<file path="config.mk">
export PLATFORM = sky130hd
export DESIGN_NAME = predriver_threshold_slew_bias_regs
export DESIGN_NICKNAME = d
export VERILOG_FILES = /design/src/verilog/predriver_pkg.sv /design/src/verilog/masked_field_reg.sv /design/src/verilog/predriver_threshold_slew_bias_regs.sv
export VERILOG_INCLUDE_DIRS = /design/src /design/src/verilog
export SDC_FILE = /design/constraint.sdc
export NUM_CORES = 1
export LEC_CHECK = 0
export BUFFER_PORTS_ARGS = -buffer_cell sky130_fd_sc_hd__buf_2
export CORE_ASPECT_RATIO = 0.5
export CORE_MARGIN = 2
export CORE_UTILIZATION = 55
export CTS_CLUSTER_SIZE = 14
export DETAILED_ROUTE_END_ITERATION = 8
export PLACE_DENSITY = 0.84
export SYNTH_ARGS = -nofsm -noshare
export SYNTH_HDL_FRONTEND = slang
export SYNTH_SLANG_ARGS = --single-unit
</file>
<file path="constraint.sdc">
create_clock -name clk -period 1.8 [get_ports clk]
set_input_delay 0.36 -clock clk [delete_from_list [all_inputs] [get_ports clk]]
set_output_delay 0.36 -clock clk [all_outputs]
set_load 0.02 [all_outputs]
</file>
<file path="src/verilog/predriver_params.svh">
// offsets, field positions and reset values of the threshold, slew and bias registers
`ifndef PREDRIVER_PARAMS_SVH
`define PREDRIVER_PARAMS_SVH
`define ADDR_HS_DRAIN 9'h18a
`define ADDR_HS_SOURCE 9'h18b
`define ADDR_LS_DRAIN_LO 9'h18c
`define ADDR_LS_DRAIN_HI 9'h18d
`define ADDR_HS_SPEED 9'h18e
`define ADDR_LS_SPEED 9'h18f
`define ADDR_BIAS 9'h1a4
`define RST_REG 16'h0000
`define MASK_THR5 16'h7fff
`define MASK_THR1 16'h0007
`define MASK_HS_SPEED 16'h03ff
`define MASK_LS_SPEED 16'hffff
`define MASK_BIAS 16'h1fff
`define HS_SRC_HALF_VOLT 3'h1
`define HS_SRC_ONE_VOLT 3'h2
`define BIAS_HS_PU_LSB 0
`define BIAS_LS_PD_LSB 5
`define BIAS_HS2_STRONG 11
`define BIAS_HS4_STRONG 12
`define NUM_CORES 4
`endif

</file>
<file path="src/verilog/predriver_pkg.sv">
// types shared by the threshold, slew and bias register bank
package predriver_pkg;
   // one register access from a host or a microcore
   typedef struct packed {
      logic wr;
      logic [8:0] addr;
      logic [15:0] data;
   } reg_wr_t;
   // bootstrap init phase per high side, as seen by the bank
   typedef enum logic [1:0] {
      BOOT_DONE = 2'b00,
      BOOT_LOW = 2'b01,
      BOOT_HIGH = 2'b10
   } boot_phase_t;
   // which of 12 outputs (hs1..5, ls1..7) a core may drive
   typedef logic [11:0] out_mask_t;
endpackage

</file>
<file path="src/verilog/masked_field_reg.sv">
// one 16-bit register whose bits update under a per-bit write mask
`timescale 1ns/10ps
`default_nettype none
module masked_field_reg (
   // clock and reset
   input wire logic clk,
   input wire logic nrst,
   // write side
   input wire logic [15:0] bitEn,
   input wire logic [15:0] wrData,
   // stored value
   output logic [15:0] value
);
   // per-bit merge keeps unwritten and reserved fields untouched
   always_ff @(posedge clk or negedge nrst) begin
      if (!nrst) begin
         value <= 16'h0000;
      end else begin
         value <= (value & ~bitEn) | (wrData & bitEn);
      end
   end
endmodule
`default_nettype wire

</file>
<file path="src/verilog/predriver_threshold_slew_bias_regs.sv">
// threshold, slew-rate and bias register bank of the gate pre-driver
// Summary of operation
// - three-bit thresholds (ls6 one bit at the drivers), all reset to zero
// - host writes thresholds at their offsets
// - core threshold/slew writes need output access
// - source threshold read shows bootstrap overrides
// - bias read shows bootstrap-adjusted enables
// - one slew code per output, ls7 two
// - slew codes: high side, then low side
// - bias enable per output, none for ls7
// - hs2 and hs4 add strong pull-up
// - core bias writes need output access
// - unauthorised core fields ignored, others update
// - init forces source threshold 0.5V then 1.0V
`timescale 1ns/10ps
`default_nettype none
`include "predriver_params.svh"
module predriver_threshold_slew_bias_regs (
   // clock and reset
   input wire logic clk,
   input wire logic nrst,
   // host register port
   input wire predriver_pkg::reg_wr_t hostReq,
   input wire logic hostRd,
   output logic [15:0] hostRdData,
   // microcore write ports, one per core
   input wire predriver_pkg::reg_wr_t [3:0] coreReq,
   // output_access_rights per core: bit0..4 hs1..5, bit5..11 ls1..7
   input wire predriver_pkg::out_mask_t [3:0] outputAccessRights,
   // bootstrap init state from the sequencer
   input wire predriver_pkg::boot_phase_t [4:0] bootPhase,
   // effective settings to the analog drivers
   output logic [15:0] hsDrainThr,
   output logic [15:0] hsSourceThr,
   output logic [15:0] lsDrainThr,
   output logic [15:0] hsEdgeSpeed,
   output logic [15:0] lsEdgeSpeed,
   output logic [15:0] biasEnables
);
   import predriver_pkg::*;

   // every port is on clk; host and core requests come from logic
   // on the same clock, so no synchroniser stands in front of them
   // number of mapped registers; unmapped addresses read zero
   localparam int NREG = 7;
   // register index order used by the bit-enable array
   logic [8:0] regAddr [NREG];
   logic [15:0] regMask [NREG];
   logic [15:0] bitEn [NREG];
   logic [15:0] wrData [NREG];
   logic [15:0] stored [NREG];
   // field owner map: output index per bit, 4'hf for reserved
   logic [3:0] owner [NREG][16];
   logic anyInit; // any high side still initialising
   logic [15:0] effSource; // source thresholds after overrides
   logic [15:0] effBias; // bias after overrides

   assign regAddr[0] = `ADDR_HS_DRAIN;
   assign regAddr[1] = `ADDR_HS_SOURCE;
   assign regAddr[2] = `ADDR_LS_DRAIN_LO;
   assign regAddr[3] = `ADDR_LS_DRAIN_HI;
   assign regAddr[4] = `ADDR_HS_SPEED;
   assign regAddr[5] = `ADDR_LS_SPEED;
   assign regAddr[6] = `ADDR_BIAS;
   assign regMask[0] = `MASK_THR5;
   assign regMask[1] = `MASK_THR5;
   assign regMask[2] = `MASK_THR5;
   assign regMask[3] = `MASK_THR1; // ls6 threshold alone in upper reg
   assign regMask[4] = `MASK_HS_SPEED;
   assign regMask[5] = `MASK_LS_SPEED;
   assign regMask[6] = `MASK_BIAS;

   // owner of each bit: which output the field belongs to
   // a constant map, kept as logic so the layout reads in one place
   always_comb begin
      for (int r = 0; r < NREG; r++) begin
         for (int b = 0; b < 16; b++) begin
            owner[r][b] = 4'hf;
         end
      end
      for (int b = 0; b < 15; b++) begin
         owner[0][b] = 4'(b / 3); // hs drain, hs1..5
         owner[1][b] = 4'(b / 3); // hs source
         owner[2][b] = 4'(5 + b / 3); // ls1..5 drain
      end
      for (int b = 0; b < 3; b++) begin
         owner[3][b] = 4'ha; // ls6
      end
      for (int b = 0; b < 10; b++) begin
         owner[4][b] = 4'(b / 2); // hs slew codes
      end
      for (int b = 0; b < 12; b++) begin
         owner[5][b] = 4'(5 + b / 2); // ls1..6 slew codes
      end
      for (int b = 12; b < 16; b++) begin
         owner[5][b] = 4'hb; // ls7 rising and falling codes
      end
      for (int b = 0; b < 5; b++) begin
         owner[6][b] = 4'(b); // hs pull-ups
      end
      for (int b = 5; b < 11; b++) begin
         owner[6][b] = 4'(b); // ls1..6 pull-downs
      end
      owner[6][`BIAS_HS2_STRONG] = 4'h1;
      owner[6][`BIAS_HS4_STRONG] = 4'h3;
   end

   // write arbitration: host first, then cores in index order;
   // a later writer wins a bit both touch in one cycle
   always_comb begin
      for (int r = 0; r < NREG; r++) begin
         bitEn[r] = 16'h0000;
         wrData[r] = 16'h0000;
         if (hostReq.wr && hostReq.addr == regAddr[r]) begin
            bitEn[r] = regMask[r];
            wrData[r] = hostReq.data;
         end
         for (int c = 0; c < `NUM_CORES; c++) begin
            if (coreReq[c].wr && coreReq[c].addr == regAddr[r]) begin
               for (int b = 0; b < 16; b++) begin
                  // only fields of granted outputs change
                  if (regMask[r][b] && owner[r][b] != 4'hf &&
                      outputAccessRights[c][owner[r][b]]) begin
                     bitEn[r][b] = 1'b1;
                     wrData[r][b] = coreReq[c].data[b];
                  end
               end
            end
         end
      end
   end

   // storage, one masked register per address
   genvar g;
   generate
      for (g = 0; g < NREG; g++) begin : gReg
         masked_field_reg uReg (
            .clk(clk),
            .nrst(nrst),
            .bitEn(bitEn[g]),
            .wrData(wrData[g]),
            .value(stored[g])
         );
      end
   endgenerate

   // bootstrap overrides of source thresholds and bias
   always_comb begin
      anyInit = 1'b0;
      effSource = stored[1];
      effBias = stored[6];
      // each high side overrides only its own fields; the rest pass
      for (int h = 0; h < 5; h++) begin
         case (bootPhase[h])
            BOOT_LOW: begin
               effSource[h*3 +: 3] = `HS_SRC_HALF_VOLT;
               effBias[`BIAS_HS_PU_LSB + h] = 1'b0;
               anyInit = 1'b1;
            end
            BOOT_HIGH: begin
               effSource[h*3 +: 3] = `HS_SRC_ONE_VOLT;
               effBias[`BIAS_HS_PU_LSB + h] = 1'b0;
               anyInit = 1'b1;
            end
            default: begin
            end
         endcase
      end
      // hs strong pull-ups follow their standard pull-up gating
      if (bootPhase[1] != BOOT_DONE) begin
         effBias[`BIAS_HS2_STRONG] = 1'b0;
      end
      if (bootPhase[3] != BOOT_DONE) begin
         effBias[`BIAS_HS4_STRONG] = 1'b0;
      end
      // all low-side pull-downs on while any high side initialises
      if (anyInit) begin
         effBias[`BIAS_LS_PD_LSB +: 6] = 6'h3f;
      end
   end

   // registering costs one cycle of latency but keeps the analog side
   // free of glitches from the override and arbitration logic
   // effective settings registered toward the drivers
   always_ff @(posedge clk or negedge nrst) begin
      if (!nrst) begin
         hsDrainThr <= `RST_REG;
         hsSourceThr <= `RST_REG;
         lsDrainThr <= `RST_REG;
         hsEdgeSpeed <= `RST_REG;
         lsEdgeSpeed <= `RST_REG;
         biasEnables <= `RST_REG;
      end else begin
         hsDrainThr <= stored[0];
         hsSourceThr <= effSource;
         lsDrainThr <= {stored[3][0], stored[2][14:0]};
         hsEdgeSpeed <= stored[4];
         lsEdgeSpeed <= stored[5];
         biasEnables <= effBias;
      end
   end

   // a read in the same cycle as a write returns the old value, since
   // the stored word only changes at this very edge
   // host read data, registered one cycle after the read strobe
   always_ff @(posedge clk or negedge nrst) begin
      if (!nrst) begin
         hostRdData <= 16'h0000;
      end else if (hostRd) begin
         case (hostReq.addr)
            `ADDR_HS_DRAIN: hostRdData <= stored[0];
            `ADDR_HS_SOURCE: hostRdData <= effSource;
            `ADDR_LS_DRAIN_LO: hostRdData <= stored[2];
            `ADDR_LS_DRAIN_HI: hostRdData <= stored[3];
            `ADDR_HS_SPEED: hostRdData <= stored[4];
            `ADDR_LS_SPEED: hostRdData <= stored[5];
            `ADDR_BIAS: hostRdData <= effBias;
            default: hostRdData <= 16'h0000;
         endcase
      end
   end
endmodule
`default_nettype wire

</file>
==> results.py, run 1 <==
metrics = {
    "synth": {
        "synth_top_area_share": 0.376,
        "synth.distinct_cells": 79,
        "synth_most_common_cell": "dfrtp_1",
        "synthCells": 1492,
        "ys_seq_area_frac": 0.376,
        "synth_area_leader_cell": "dfrtp_1",
        "ys_top_cells_by_count": "dfrtp_1 (188), nand2_1 (165), nor2_1 (113)",
        "synth-seq-cells": 188,
        "synth-edff-count": 0,
        "async_flop_share": 1.00,
        "ys_warn_count": 0,
        "synthTopCellsByArea": "dfrtp_1 (38%), nand2_1 (4.9%), nand4_1 (4.4%)",
        "syn-cell-area_sq_um": 12500,
        "synth.avg_cell_area_sq_um": 8.39,
        "synth_ff_type": "dfrtp_1",
    },
    "placement": {
        "gp_congestion": 1.31,
        "portBuffers": 291,
        "dpl.hpwl_microns": 52200,
    },
    "clock_tree": {
        "h-tree-depth": 4,
        "cts_sinks": 188,
        "cts-root-buf": "clkbuf_16",
        "cts_buffers": 17,
        "cts_buffer_depth": 2,
    },
    "die": {
        "die_w_microns": 217,
        "start_util": 0.569,
        "rows": 38,
        "die_h_microns": 111,
        "ios": 303,
    },
    "grt": {
        "grt_remaining_overflow": 493,
        "track_usage": 0.935,
        "grt_start_max_net_pins": 49,
    },
    "status": {
        "tool.error": "[ERROR GRT-0232] Routing congestion too high. Check the congestion heatmap in the GUI.",
        "outcome": "did not finish",
        "lastStage": "global routing (5_1_grt)",
    },
    "timing": {
        "repair-timing-grt-worst-ep": "_2635_/D",
        "worst-ep-kind": "register data pin",
    },
}
==> logic make-up after synthesis <==
family          Yosys count  share of synthesized area
compound gates          395                      0.227
fa+ha+maj                12                     0.0120
buf+inv                 159                     0.0533
flops                   188                      0.376
mux                      27                     0.0237
other cells               1                   0.000300
simple gates            710                      0.308
==> layer usage <==
layer  overflow  GRT usage
met1         59      0.925
met2        238       1.00
met3         50      0.896
met4        137      0.915
met5          9      0.765
==> what timing repair did <==
| item | in CTS |
|---|---|
| endpoints found under the setup margin | 62 |
| hold buffers | 1 |
| endpoints found under the hold margin | 43 |
| cloned | 1 |
| buffers inserted | 27 |
| pin swaps | 62 |
| resized for setup | 94 |
==> per-stage QoR <==
stage          setup WS [ns]   util  hold slack (ns)  std cells  cell area, sq um
2_1_floorplan         -0.651      -           0.0644       1502             13000
3_3_place_gp          -0.672  0.795            0.349       2385             17500
3_5_place_dp          -0.708  0.795            0.356       2385             17500
4_1_cts               -0.297  0.853            0.157       2446             18800
==> inputs of run 2 (changes only) <==
CORE_ASPECT_RATIO = unset   (was 0.5)
CORE_UTILIZATION = 40   (was 55)
CTS_CLUSTER_SIZE = unset   (was 14)
PLACE_DENSITY = unset   (was 0.84)
PLACE_DENSITY_LB_ADDON = 0.15   (was unset)
==> run 2 against run 1 <==
The flow now finishes, with violations (negative setup slack). Synthesized cell count unchanged. Area after synthesis unchanged.
==> results.py, run 2 <==
metrics = {
    "status": {
        "outcome": "finished, violations left",
        "violations": "negative setup slack",
    },
    "clock_tree": {
        "cts_tree": "done",
        "clk_transition_reported_paths_ns": 0.09,
        "cts-root-buf": "clkbuf_16",
        "cts_buffer_depth": 2,
        "cts_buffers": 17,
        "h-tree-depth": 4,
        "cts_sinks": 188,
        "clock_latency_ns": 0.47,
    },
    "die": {
        "fp.coreArea_sq_um": 30700,
        "die_w_microns": 181,
        "ios": 303,
        "die_area_sq_um": 32700,
        "die_h_microns": 181,
        "rows": 64,
        "start_util": 0.408,
    },
    "critical_path": {
        "cp_cell_sequence": "buf_6 > or4b_4 > or4b_4 > buf_12 > and2_4 > o21ai_2 > a31oi_1 > a31o_2",
        "crit_path_start_kind": "input pin",
        "critical_path_class": "input pin to register",
        "worst_setup_path_end_kind": "register",
        "critical-path-top-delay-family": "simple AND/OR/NAND/NOR gates",
        "crit_buf_inv": 2,
        "path_max_fanout": 7,
        "required_ns": 2.16,
        "arrival_ns": 2.36,
        "cpPeakStageDelay_ns": 0.59,
        "slowest_stage": "or4b_4",
        "timing.critical_path.mode_cell": "or4b_4",
    },
    "synth": {
        "synth_ff_type": "dfrtp_1",
        "synthCells": 1492,
        "synth_most_common_cell": "dfrtp_1",
        "ys_seq_area_frac": 0.376,
        "synth_area_leader_cell": "dfrtp_1",
        "ys_warn_count": 0,
        "ys_top_cells_by_count": "dfrtp_1 (188), nand2_1 (165), nor2_1 (113)",
        "synth.avg_cell_area_sq_um": 8.39,
        "async_flop_share": 1.00,
        "syn-cell-area_sq_um": 12500,
        "synthTopCellsByArea": "dfrtp_1 (38%), nand2_1 (4.9%), nand4_1 (4.4%)",
        "synth-seq-cells": 188,
        "synth.distinct_cells": 79,
        "synth-edff-count": 0,
        "synth_top_area_share": 0.376,
    },
    "route": {
        "dr.pass1.iters": 6,
        "routed_wl_microns": 72900,
        "drc": 0,
        "via_count": 16533,
        "drtIter0Drc": 2197,
        "ant_nets": 0,
        "wire_per_inst_microns": 28.3,
        "vias_per_cell": 6.41,
    },
    "grt": {
        "grt_pass1_vias": 15818,
        "antenna_found_initial": 4,
        "grt_remaining_overflow": 0,
        "grt_start_max_net_pins": 42,
        "track_usage": 0.431,
        "grt_pass1_wl_microns": 104000,
    },
    "timing": {
        "setup_viol": 64,
        "drv_slew": 0,
        "hold_viol_final": 0,
        "max_freq_mhz": 499,
        "fin_worst_skew_ns": 0.0164,
        "fin_crit_sh": 1.11,
        "worst_slack_ns": -0.206,
        "grt_setup_unrepaired": "true",
        "tns_ns": -4.49,
        "timing.final.crit_period_ns": 2.01,
    },
    "placement": {
        "portBuffers": 291,
        "placed_cell_area_sq_um": 18100,
        "gp_congestion": 1.10,
        "dpl.hpwl_microns": 57900,
        "place_ws_ns": -0.670,
    },
    "cells_and_area": {
        "finalCoreUtilization": 0.648,
        "areaGrowthSynthToFinish_pct": 58.9,
        "fin_area_sq_um": 19900,
        "layout-drive-gt1-share": 0.463,
        "final_common_cell": "buf_4",
        "final_nets": 2369,
        "fill_cells": 2645,
        "multiInputGateArea_sq_um": 8310,
        "layout_common_cells": "buf_4 (382), buf_2 (279), dfrtp_1 (188)",
        "seqCellArea_sq_um": 4700,
    },
    "hold_path": {
        "hp-class": "input pin to register",
    },
    "power": {
        "p_leak_nw": 9.29,
        "p_total_mw": 11.3,
        "cellPowerDensity_nw_per_um2": 567,
        "peakVddDrop_uv": 643,
    },
    "run": {
        "maxCapViolations": 0,
    },
}
run 2: cell counts after synthesis:
Identical to the previous run, type by type.
run 2: timing repair:
action                                  in CTS  in global routing
endpoints found under the setup margin      71                 94
pin swaps                                   57                 87
hold buffers                                 1                  0
endpoints found under the hold margin       33                  0
gates cloned                                 0                  1
buffers inserted                            11                 18
resized for setup                           91                140
run 2: path summary, 6_finish.rpt:
path	cells past startpoint	start	slack (ns)	to
setup / recovery	8	hostReq[17]	-0.21	register
hold / removal	3	coreReq[93]	0.17	register
setup reg to reg	4	register	0.27	hostRdData[2]
hold reg to reg	0	register	0.42	lsEdgeSpeed[6]
max in group asynchronous	3	nrst	0.75	lsDrainThr[14]
min in group asynchronous	2	nrst	0.40	lsDrainThr[10]
run 2: cell type report:
type	count	share of cell area
clock inverter	15	0.00799
clock buffer	17	0.0214
antenna	3	0.000378
multi-input combinational	1155	0.418
timing repair buffer	746	0.279
sequential	188	0.237
tap	396	0.0249
inverter	58	0.0112
run 2: report_power, final:
group	internal, mW	total (mW)	switching (mW)
clock network	1.96	3.91	1.94
registers	4.62	4.89	0.266
logic	0.967	2.47	1.51
run 2: worst register-to-register path, cell delays in order (launching register included):
cell,delay (ns)
dfrtp_1,0.47
a22oi_1,0.33
nor2_1,0.07
a2111oi_1,0.42
o22ai_1,0.12
run 2: cell families (layout without fill, tap and decap cells):
logic type | count (synthesis) | in the layout | share of synthesized area
DFF | 188 | 188 | 0.376
buffers and inverters | 159 | 836 | 0.0533
and+or+nand+nor | 710 | 710 | 0.308
adders and majority gates | 12 | 12 | 0.0120
muxes | 27 | 27 | 0.0237
AOI/OAI and AO/OA | 395 | 395 | 0.227
other | 1 | 14 | 0.000300
run 2: metrics by stage:
step / hold WS, ns / instances
6_report: 0.174 / 2578
5_1_grt: 0.198 / 2576
4_1_cts: 0.145 / 2558
3_5_place_dp: 0.328 / 2515
3_3_place_gp: 0.321 / 2515
2_1_floorplan: 0.0644 / 1502
run 2: metal layers:
layer,vias up,global-route usage,share of wire,wire (microns)
li1,7091,-,-,-
met1,8032,0.559,0.39,28200
met2,1136,0.642,0.43,31300
met3,270,0.117,0.11,8360
met4,4,0.258,0.068,4940
met5,-,0,0.00093,68
(Power assumes the default switching activity.)
